$ cat config.mk
export PLATFORM = sky130hd
export DESIGN_NAME = pfs_top
export DESIGN_NICKNAME = d
export VERILOG_FILES = /design/src/rtl/pfs_pkg.sv /design/src/rtl/pfs_pin_cell.sv /design/src/rtl/pfs_top.sv
export VERILOG_INCLUDE_DIRS = /design/src /design/src/rtl
export SDC_FILE = /design/constraint.sdc
export NUM_CORES = 2
export LEC_CHECK = 0
export ABC_AREA = 1
export BUFFER_PORTS_ARGS = -buffer_cell sky130_fd_sc_hd__buf_4
export CELL_PAD_IN_SITES_DETAIL_PLACEMENT = 0
export CELL_PAD_IN_SITES_GLOBAL_PLACEMENT = 1
export CORE_MARGIN = 2
export CORE_UTILIZATION = 45
export CTS_CLUSTER_DIAMETER = 80
export DETAILED_ROUTE_END_ITERATION = 12
export GPL_ROUTABILITY_DRIVEN = 0
export PLACE_DENSITY_LB_ADDON = 0.2
export SETUP_SLACK_MARGIN = 0.05
export SLEW_MARGIN = 40
export SYNTH_ARGS = -nofsm -noshare
export SYNTH_HDL_FRONTEND = slang
export SYNTH_HIERARCHICAL = 1
export SYNTH_SLANG_ARGS = --single-unit
$ cat constraint.sdc
create_clock -name clk -period 2.6 [get_ports clk]
set_clock_uncertainty 0.05 [all_clocks]
set_input_delay 0.26 -clock clk [delete_from_list [all_inputs] [get_ports clk]]
set_output_delay 0.26 -clock clk [all_outputs]
set_load 0.02 [all_outputs]
$ cat src/rtl/pfs_map.svh
// Register offsets, field positions and reset values of the pin selector
`ifndef PFS_MAP_SVH
`define PFS_MAP_SVH

`define PFS_OFS_ADC0        8'h00
`define PFS_OFS_ADC1        8'h04
`define PFS_OFS_DIR         8'h08
`define PFS_OFS_LAT         8'h0C
`define PFS_OFS_PORT        8'h10
`define PFS_OFS_OSC         8'h14
`define PFS_OFS_INMAP       8'h40
`define PFS_END_INMAP       8'h78
`define PFS_OFS_OUTMAP      8'h80
`define PFS_END_OUTMAP      8'hB4

`define PFS_NUM_INMAP       14
`define PFS_NUM_OUTMAP      13
`define PFS_SERIAL_IDX      9

`define PFS_IDX_MSB         5
`define PFS_IDX_LSB         2
`define PFS_LOCK_BIT        6
`define PFS_HI_LSB          8
`define PFS_LO_LSB          0
`define PFS_FIELD_W         5
`define PFS_SEL_MAX         5'h19
`define PFS_SEL_GND         5'h1F
`define PFS_SEL_NONE        5'h00

`define PFS_MAP_MASK        16'h1F1F
`define PFS_INMAP_RST       16'h1F1F
`define PFS_OUTMAP_RST      16'h0000
`define PFS_ADC_RST         1'b0
`define PFS_DIR_RST         1'b1
`define PFS_LOCK_RST        1'b0

`define PFS_RESP_OKAY       2'h0
`define PFS_RESP_SLVERR     2'h2

`endif

$ cat src/rtl/pfs_pkg.sv
// Types shared by the pin function selector
package pfs_pkg;

  typedef enum logic [1:0] {
    WR_IDLE = 2'b01,
    WR_RESP = 2'b10
  } pfs_wr_e;

  typedef enum logic [8:0] {
    REG_NONE   = 9'h001,
    REG_ADC0   = 9'h002,
    REG_ADC1   = 9'h004,
    REG_DIR    = 9'h008,
    REG_LAT    = 9'h010,
    REG_PORT   = 9'h020,
    REG_OSC    = 9'h040,
    REG_INMAP  = 9'h080,
    REG_OUTMAP = 9'h100
  } pfs_reg_e;

endpackage

$ cat src/rtl/pfs_pin_cell.sv
// One pin: analog, peripheral and port functions in priority order
`timescale 1ns/10ps
module pfs_pin_cell (
  input  wire logic analogEn,
  input  wire logic periphEn,
  input  wire logic periphVal,
  input  wire logic portIsOut,
  input  wire logic portVal,
  input  wire logic pinLevel,
  output logic      drive,
  output logic      driveEn,
  output logic      digital
);

  always_comb begin
    drive   = 1'b0;
    driveEn = 1'b0;
    digital = 1'b0;
    if (analogEn) begin
      digital = 1'b0;
      driveEn = portIsOut;
      drive   = portVal;
    end else if (periphEn) begin
      digital = pinLevel;
      driveEn = 1'b1;
      drive   = periphVal;
    end else begin
      digital = pinLevel;
      driveEn = portIsOut;
      drive   = portVal;
    end
  end

endmodule // pfs_pin_cell

$ cat src/rtl/pfs_top.sv
// Pin function select and peripheral remap with AXI4-Lite registers
//
// Summary of operation
// - Every analog-shared pin comes up analog after any reset.
// - An analog pin has its digital input buffer switched off.
// - Digital read of an analog pin returns zero whatever the level.
// - Shared pin turns digital only when its analog config bit is one.
// - Pin is digital only if every converter's config marks it digital.
// - Port output still drives an analog pin when direction is output.
// - Leftmost enabled function owns the pin; those right are inert, except port output under analog.
// - Fourteen input remap and thirteen output remap registers exist.
// - Remap values change only while the lock bit is zero.
// - Clock selector bits 12-8, data bits 4-0; n picks pin n, 31 ground.
//
// Implementation choices: the address map and the AXI4-Lite interface to the registers.
`timescale 1ns/10ps
`include "pfs_map.svh"
module pfs_top
  import pfs_pkg::*;
#(
  parameter int NUM_PINS   = 26,
  parameter int NUM_ANA    = 13,
  parameter int NUM_OUTFN  = 18
) (
  input  wire logic                   clk,
  input  wire logic                   nrst,
  input  wire logic [7:0]             awaddr,
  input  wire logic                   awvalid,
  output logic                        awready,
  input  wire logic [31:0]            wdata,
  input  wire logic [3:0]             wstrb,
  input  wire logic                   wvalid,
  output logic                        wready,
  output logic [1:0]                  bresp,
  output logic                        bvalid,
  input  wire logic                   bready,
  input  wire logic [7:0]             araddr,
  input  wire logic                   arvalid,
  output logic                        arready,
  output logic [31:0]                 rdata,
  output logic [1:0]                  rresp,
  output logic                        rvalid,
  input  wire logic                   rready,
  input  wire logic [NUM_PINS-1:0]    pinIn,
  output logic [NUM_PINS-1:0]         pinOut,
  output logic [NUM_PINS-1:0]         pinOe,
  input  wire logic [NUM_OUTFN-1:0]   periphOut,
  output logic [2*`PFS_NUM_INMAP-1:0] periphIn,
  output logic                        serialClockIn,
  output logic                        serialDataIn
);

  localparam int NI = `PFS_NUM_INMAP;
  localparam int NO = `PFS_NUM_OUTMAP;

  typedef struct packed {
    pfs_wr_e               wrState;
    logic                  awready;
    logic                  wready;
    logic                  awHeld;
    logic                  wHeld;
    logic [7:0]            awAddr;
    logic [31:0]           wData;
    logic [3:0]            wStrb;
    logic                  bvalid;
    logic [1:0]            bresp;
    logic                  arready;
    logic                  rvalid;
    logic [31:0]           rdata;
    logic [1:0]            rresp;
    logic [NUM_PINS-1:0]   adc0;
    logic [NUM_PINS-1:0]   adc1;
    logic [NUM_PINS-1:0]   dir;
    logic [NUM_PINS-1:0]   lat;
    logic [NUM_PINS-1:0]   digIn;
    logic [NUM_PINS-1:0]   pinOut;
    logic [NUM_PINS-1:0]   pinOe;
    logic                  lock;
    logic [NI-1:0][15:0]   inMap;
    logic [NO-1:0][15:0]   outMap;
    logic [2*NI-1:0]       periphIn;
    logic                  serialClockIn;
    logic                  serialDataIn;
  } pfs_state_s;

  pfs_state_s          st;
  pfs_state_s          next_st;
  logic [NUM_PINS-1:0] analogSel;
  logic [NUM_PINS-1:0] periphSel;
  logic [NUM_PINS-1:0] periphVal;
  logic [NUM_PINS-1:0] cellOut;
  logic [NUM_PINS-1:0] cellOe;
  logic [NUM_PINS-1:0] cellDig;

  // Register kind of a byte address
  function automatic pfs_reg_e decodeReg(input logic [7:0] addr);
    pfs_reg_e kind;
    kind = REG_NONE;
    if (addr[1:0] == 2'h0) begin
      if (addr == `PFS_OFS_ADC0) begin
        kind = REG_ADC0;
      end else if (addr == `PFS_OFS_ADC1) begin
        kind = REG_ADC1;
      end else if (addr == `PFS_OFS_DIR) begin
        kind = REG_DIR;
      end else if (addr == `PFS_OFS_LAT) begin
        kind = REG_LAT;
      end else if (addr == `PFS_OFS_PORT) begin
        kind = REG_PORT;
      end else if (addr == `PFS_OFS_OSC) begin
        kind = REG_OSC;
      end else if (addr >= `PFS_OFS_INMAP && addr < `PFS_END_INMAP) begin
        kind = REG_INMAP;
      end else if (addr >= `PFS_OFS_OUTMAP && addr < `PFS_END_OUTMAP) begin
        kind = REG_OUTMAP;
      end
    end
    return kind;
  endfunction

  // Word index inside a remap block
  function automatic logic [3:0] mapIndex(input logic [7:0] addr);
    return addr[`PFS_IDX_MSB:`PFS_IDX_LSB];
  endfunction

  // Byte-lane merge of a write
  function automatic logic [31:0] applyStrb(input logic [31:0] oldVal,
                                            input logic [31:0] newVal,
                                            input logic [3:0]  strb);
    logic [31:0] res;
    res = oldVal;
    for (int b = 0; b < 4; b++) begin
      if (strb[b]) begin
        res[b*8 +: 8] = newVal[b*8 +: 8];
      end
    end
    return res;
  endfunction

  // One 5-bit selector of a remap word
  function automatic logic [4:0] fieldOf(input logic [15:0] word,
                                         input logic        hi);
    return hi ? word[`PFS_HI_LSB +: `PFS_FIELD_W]
              : word[`PFS_LO_LSB +: `PFS_FIELD_W];
  endfunction

  // Digital level of the pin a selector names
  function automatic logic selectPin(input logic [4:0]          code,
                                     input logic [NUM_PINS-1:0] dig);
    logic res;
    res = 1'b0;
    if (code <= `PFS_SEL_MAX && 32'(code) < NUM_PINS) begin
      res = dig[code];
    end
    return res;
  endfunction

  // Pin width to bus width
  function automatic logic [31:0] widen(input logic [NUM_PINS-1:0] v);
    return {{(32-NUM_PINS){1'b0}}, v};
  endfunction

  always_comb begin
    logic [4:0] code;
    code = `PFS_SEL_NONE;
    for (int p = 0; p < NUM_PINS; p++) begin
      analogSel[p] = (p < NUM_ANA) && !(st.adc0[p] && st.adc1[p]);
      code = fieldOf(st.outMap[p/2], (p % 2) == 1);
      periphSel[p] = (code != `PFS_SEL_NONE) && (32'(code) <= NUM_OUTFN);
      periphVal[p] = periphSel[p] ? periphOut[code - 5'h01] : 1'b0;
    end
  end

  for (genvar p = 0; p < NUM_PINS; p++) begin : g_pin
    pfs_pin_cell u_cell (
      .analogEn  (analogSel[p]),
      .periphEn  (periphSel[p]),
      .periphVal (periphVal[p]),
      .portIsOut (!st.dir[p]),
      .portVal   (st.lat[p]),
      .pinLevel  (pinIn[p]),
      .drive     (cellOut[p]),
      .driveEn   (cellOe[p]),
      .digital   (cellDig[p])
    );
  end

  always_comb begin
    pfs_reg_e    kind;
    logic [31:0] merged;
    logic [3:0]  idx;
    logic [4:0]  sel;
    next_st = st;
    kind    = REG_NONE;
    merged  = 32'h0000_0000;
    idx     = 4'h0;
    sel     = `PFS_SEL_NONE;

    // Pin drive and sampled input
    next_st.pinOut = cellOut;
    next_st.pinOe  = cellOe;
    next_st.digIn  = cellDig;

    // Peripheral inputs from their selected pins
    for (int k = 0; k < 2*NI; k++) begin
      sel = fieldOf(st.inMap[k/2], (k % 2) == 1);
      next_st.periphIn[k] = selectPin(sel, cellDig);
    end
    next_st.serialClockIn =
      selectPin(fieldOf(st.inMap[`PFS_SERIAL_IDX], 1'b1), cellDig);
    next_st.serialDataIn =
      selectPin(fieldOf(st.inMap[`PFS_SERIAL_IDX], 1'b0), cellDig);

    // Write address and data taken in either order
    if (st.awready && awvalid) begin
      next_st.awHeld  = 1'b1;
      next_st.awAddr  = awaddr;
      next_st.awready = 1'b0;
    end
    if (st.wready && wvalid) begin
      next_st.wHeld  = 1'b1;
      next_st.wData  = wdata;
      next_st.wStrb  = wstrb;
      next_st.wready = 1'b0;
    end

    unique case (st.wrState)
      WR_IDLE: begin
        if (st.awHeld && st.wHeld) begin
          kind   = decodeReg(st.awAddr);
          idx    = mapIndex(st.awAddr);
          next_st.awHeld  = 1'b0;
          next_st.wHeld   = 1'b0;
          next_st.bvalid  = 1'b1;
          next_st.bresp   = `PFS_RESP_OKAY;
          next_st.wrState = WR_RESP;
          unique case (kind)
            REG_ADC0: begin
              merged = applyStrb(widen(st.adc0), st.wData, st.wStrb);
              next_st.adc0 = merged[NUM_PINS-1:0];
            end
            REG_ADC1: begin
              merged = applyStrb(widen(st.adc1), st.wData, st.wStrb);
              next_st.adc1 = merged[NUM_PINS-1:0];
            end
            REG_DIR: begin
              merged = applyStrb(widen(st.dir), st.wData, st.wStrb);
              next_st.dir = merged[NUM_PINS-1:0];
            end
            REG_LAT: begin
              merged = applyStrb(widen(st.lat), st.wData, st.wStrb);
              next_st.lat = merged[NUM_PINS-1:0];
            end
            REG_PORT: begin
              merged = 32'h0000_0000;
            end
            REG_OSC: begin
              if (st.wStrb[0]) begin
                next_st.lock = st.wData[`PFS_LOCK_BIT];
              end
            end
            REG_INMAP: begin
              merged = applyStrb({16'h0000, st.inMap[idx]}, st.wData,
                                 st.wStrb);
              if (!st.lock) begin
                next_st.inMap[idx] = merged[15:0] & `PFS_MAP_MASK;
              end
            end
            REG_OUTMAP: begin
              merged = applyStrb({16'h0000, st.outMap[idx]}, st.wData,
                                 st.wStrb);
              if (!st.lock) begin
                next_st.outMap[idx] = merged[15:0] & `PFS_MAP_MASK;
              end
            end
            REG_NONE: begin
              next_st.bresp = `PFS_RESP_SLVERR;
            end
            default: begin
              next_st.bresp = `PFS_RESP_SLVERR;
            end
          endcase
        end
      end
      WR_RESP: begin
        if (bready) begin
          next_st.bvalid  = 1'b0;
          next_st.awready = 1'b1;
          next_st.wready  = 1'b1;
          next_st.wrState = WR_IDLE;
        end
      end
      default: begin
        next_st.wrState = WR_IDLE;
      end
    endcase

    // Read channel
    if (st.arready && arvalid) begin
      next_st.arready = 1'b0;
      next_st.rvalid  = 1'b1;
      next_st.rresp   = `PFS_RESP_OKAY;
      next_st.rdata   = 32'h0000_0000;
      idx = mapIndex(araddr);
      unique case (decodeReg(araddr))
        REG_ADC0:   next_st.rdata = widen(st.adc0);
        REG_ADC1:   next_st.rdata = widen(st.adc1);
        REG_DIR:    next_st.rdata = widen(st.dir);
        REG_LAT:    next_st.rdata = widen(st.lat);
        REG_PORT:   next_st.rdata = widen(st.digIn);
        REG_OSC:    next_st.rdata[`PFS_LOCK_BIT] = st.lock;
        REG_INMAP:  next_st.rdata = {16'h0000, st.inMap[idx]};
        REG_OUTMAP: next_st.rdata = {16'h0000, st.outMap[idx]};
        REG_NONE:   next_st.rresp = `PFS_RESP_SLVERR;
        default:    next_st.rresp = `PFS_RESP_SLVERR;
      endcase
    end else if (st.rvalid && rready) begin
      next_st.rvalid  = 1'b0;
      next_st.arready = 1'b1;
    end
  end

  always_ff @(posedge clk or negedge nrst) begin
    if (!nrst) begin
      st               <= '0;
      st.wrState       <= WR_IDLE;
      st.awready       <= 1'b1;
      st.wready        <= 1'b1;
      st.arready       <= 1'b1;
      st.adc0          <= {NUM_PINS{`PFS_ADC_RST}};
      st.adc1          <= {NUM_PINS{`PFS_ADC_RST}};
      st.dir           <= {NUM_PINS{`PFS_DIR_RST}};
      st.lock          <= `PFS_LOCK_RST;
      st.inMap         <= {NI{`PFS_INMAP_RST}};
      st.outMap        <= {NO{`PFS_OUTMAP_RST}};
    end else begin
      st <= next_st;
    end
  end

  assign awready       = st.awready;
  assign wready        = st.wready;
  assign bresp         = st.bresp;
  assign bvalid        = st.bvalid;
  assign arready       = st.arready;
  assign rdata         = st.rdata;
  assign rresp         = st.rresp;
  assign rvalid        = st.rvalid;
  assign pinOut        = st.pinOut;
  assign pinOe         = st.pinOe;
  assign periphIn      = st.periphIn;
  assign serialClockIn = st.serialClockIn;
  assign serialDataIn  = st.serialDataIn;

endmodule // pfs_top

==> run_results.csv <==
group,metric,value,unit
sta,slew_violations,0,
place,placed_cells,7917,
routing,wl_per_cell,23.1,um
global_routing,grt_start_max_net_pins,62,
sta,min_period_over_period,93.6,%
status,status,"complete, no violations",
synth,ys_seq_elements,556,
pwr,clkPwrFrac,38.4,%
cts,tritoncts,"built",
sta,finalSetupTns,0,ps
cts,ctsLongestPathBuffers,3,
sta,max_clock_freq,411,MHz
synth,syn_area_per_cell,6.27,um^2
routing,drt_iter0_drc,6410,
floorplanning,core,0.0918,mm^2
global_routing,grt_pass1_vias,41800,
cts,numCtsBuffers,70,
synth,yosysTopAreaCellShare,23.2,%
place,dp_hpwl,132,mm
worst_setup_path,cp.required,3110,ps
floorplanning,io_pins,226,
routing,wl,188,mm
synth,synthTopCellsByArea,"dfrtp_1, nand2_1, dfstp_2",
synth,synth_cell_type_count,40,
finish,nets,6965,
global_routing,grt.total_usage,38.7,%
pwr,power.switching,10.3,mW
sta,hold_viol_final,0,
floorplanning,die_w,308,um
place,numPortBuffers,211,
synth,synthesis.area,0.0417,mm^2
worst_hold_path,hold_path.class,"input pin to flip-flop",
pwr,vdd_ir_drop_max,625,uV
sta,min_period,2430,ps
sta,maxSlewHeadroom,39.9,%
routing,vias_per_cell,5.75,
pwr,power.share.switching,36.2,%
cts,clkLatencyLatePin,680,ps
pwr,p_leak,23.8,nW
routing,via_count,46600,
cts,cts-root-buf,"clkbuf_16",
sta,tightest_slew,901,ps
global_routing,antenna_found_initial,4,
synth,seq_area_frac_synth,33.9,%
pwr,p_seq_share,34.0,%
cts,cts_max_level,3,
floorplanning,die-area,0.0951,mm^2
pwr,p_int,18.1,mW
pwr,combPwrFrac,27.6,%
finish,drive_above_1_share,13.4,%
synth,post_synth_inst_count,6648,
synth,yosysTopAreaCell,"dfrtp_1",
cts,cts_setup_buffers,0,
sta,whs,62.2,ps
routing,dr.pass1.iters,7,
routing,postRouteAntennaNets,0,
synth,synth_edf_count,0,
finish,syn_to_final_growth,17.2,%
routing,drc,0,
worst_setup_path,path_max_fanout,13,
worst_setup_path,arrival,2940,ps
synth,synth-main-ff-cell,"dfrtp_1",
floorplanning,initial_utilization,45.4,%
global_routing,grt_pass1_wl,273,mm
global_routing,overflow,0,
pwr,powerDensity,581,mW/mm^2
worst_setup_path,endpoint_kind,"flip-flop",
synth,synthArstFlopShare,100,%
flow_run,maxCapViolations,0,
synth,ys_top_cells_by_count,"nand2_1, a21oi_1, o21ai_0",
cts,clk_pin_slew,60,ps
synth,yosysMostFrequentCell,"nand2_1",
sta,grt_setup_unrepaired,"true",
finish,finalNonFillerCells,8111,
synth,yosys_warnings,6,
sta,finalSetupViolations,0,
cts,clock_sinks,556,
worst_setup_path,path_class,"flip-flop to flip-flop",
floorplanning,die_h,308,um
floorplanning,rows,111,
worst_setup_path,worstSetupStartpointType,"flip-flop",
pwr,total_power,28.4,mW
## cells in the final DEF, fill, tap and decap left out, types with 64 or more instances in the layout
cell type	synthesis	final
dfstp_2	170	170
dfrtp_1	386	385
o21ai_0	723	722
dlygate4sd3_1	0	64
a21oi_1	732	732
o211ai_1	108	108
nor2_1	482	467
clkbuf_16	0	72
inv_1	553	552
buf_4	116	494
nand2_1	2182	2178
nand3_1	316	316
## cells by family after synthesis
family	Yosys count	synth area share (%)
compound gates	1753	22.5
mux	4	0.105
other cells	1	0.00900
flops	556	33.9
fa+ha+maj	52	1.56
xor+xnor	52	1.09
simple gates	3069	29.1
buf+inv	1161	11.7
## critical path, stage by stage, from the launching register on
cell      delay (ps)
dfstp_2          540
nand2_1           70
nor2_1           180
inv_1             80
nor2_1           180
nand2_1           80
buf_4            190
nor2_1           290
clkinv_1         420
nand2_1          170
nand2_1           60
## through the flow
stage	instance area [um^2]	setup WS (ps)	utilization [%]
floorplan	41800	381	-
global placement	45600	-1.81	49.6
detailed placement	45600	-27.7	49.6
CTS	48800	119	53.2
global route	48800	40.6	53.2
finish	48800	167	53.2
## power groups by stage
| stage | Clock, mW | Sequential [mW] | Combinational, mW |
|---|---|---|---|
| floorplan | 0 | 9.57 | 3.87 |
| global placement | 0 | 9.74 | 7.46 |
| detailed placement | 0 | 9.75 | 7.48 |
| CTS | 11.0 | 9.61 | 7.58 |
| global route | 11.4 | 9.68 | 8.21 |
| finish | 10.9 | 9.63 | 7.84 |
## flip-flops by register name, summed over array words and instances (netlist names)
signal and cells:
st 443, rdata 26, awready 1, periphIn 28, rvalid 1, bvalid 1
bresp 1, arready 1, wready 1, rresp 1, pinOe 26, pinOut 26
## repair_timing
| action | in CTS | in global routing |
|---|---|---|
| resized for setup | 2 | 21 |
| setup endpoints to repair | 6 | 146 |
| hold buffers | 64 | 0 |
| pin swaps | 0 | 0 |
| endpoints found under the hold margin | 125 | 0 |
## final timing paths
| path | start | end | slack, ps | cells after the start |
|---|---|---|---|---|
| worst min-delay path | pinIn[17] | st[532] | 60 | 4 |
| min in group asynchronous | nrst | st[31] | 120 | 2 |
| worst max-delay path | st[732] | st[111] | 170 | 10 |
| max in group asynchronous | nrst | st[294] | 1410 | 3 |
| worst max register to register | st[732] | st[111] | 170 | 10 |
| worst min register to register | st[394] | st[394] | 420 | 2 |
## routing by layer
layer / share of wire, % / GRT usage, % / vias to the layer above / wire length, um
met5: 0.015 / 0 / - / 29
met4: 8.3 / 27.6 / 6 / 15600
met3: 10 / 7.45 / 659 / 19300
met2: 43 / 58.2 / 2746 / 80100
met1: 39 / 50.0 / 21500 / 72700
li1: - / - / 21700 / -
## layout make-up
cell class | count | area (um^2)
clock inverter | 30 | 503
clock buffer | 99 | 2080
multi-input combinational | 4964 | 22900
antenna | 1 | 2.50
timing repair buffer | 611 | 5410
fill | 9302 | 43000
tap | 1243 | 1560
sequential | 556 | 14100
inverter | 607 | 2300
Power figures use the tool's default switching activity.
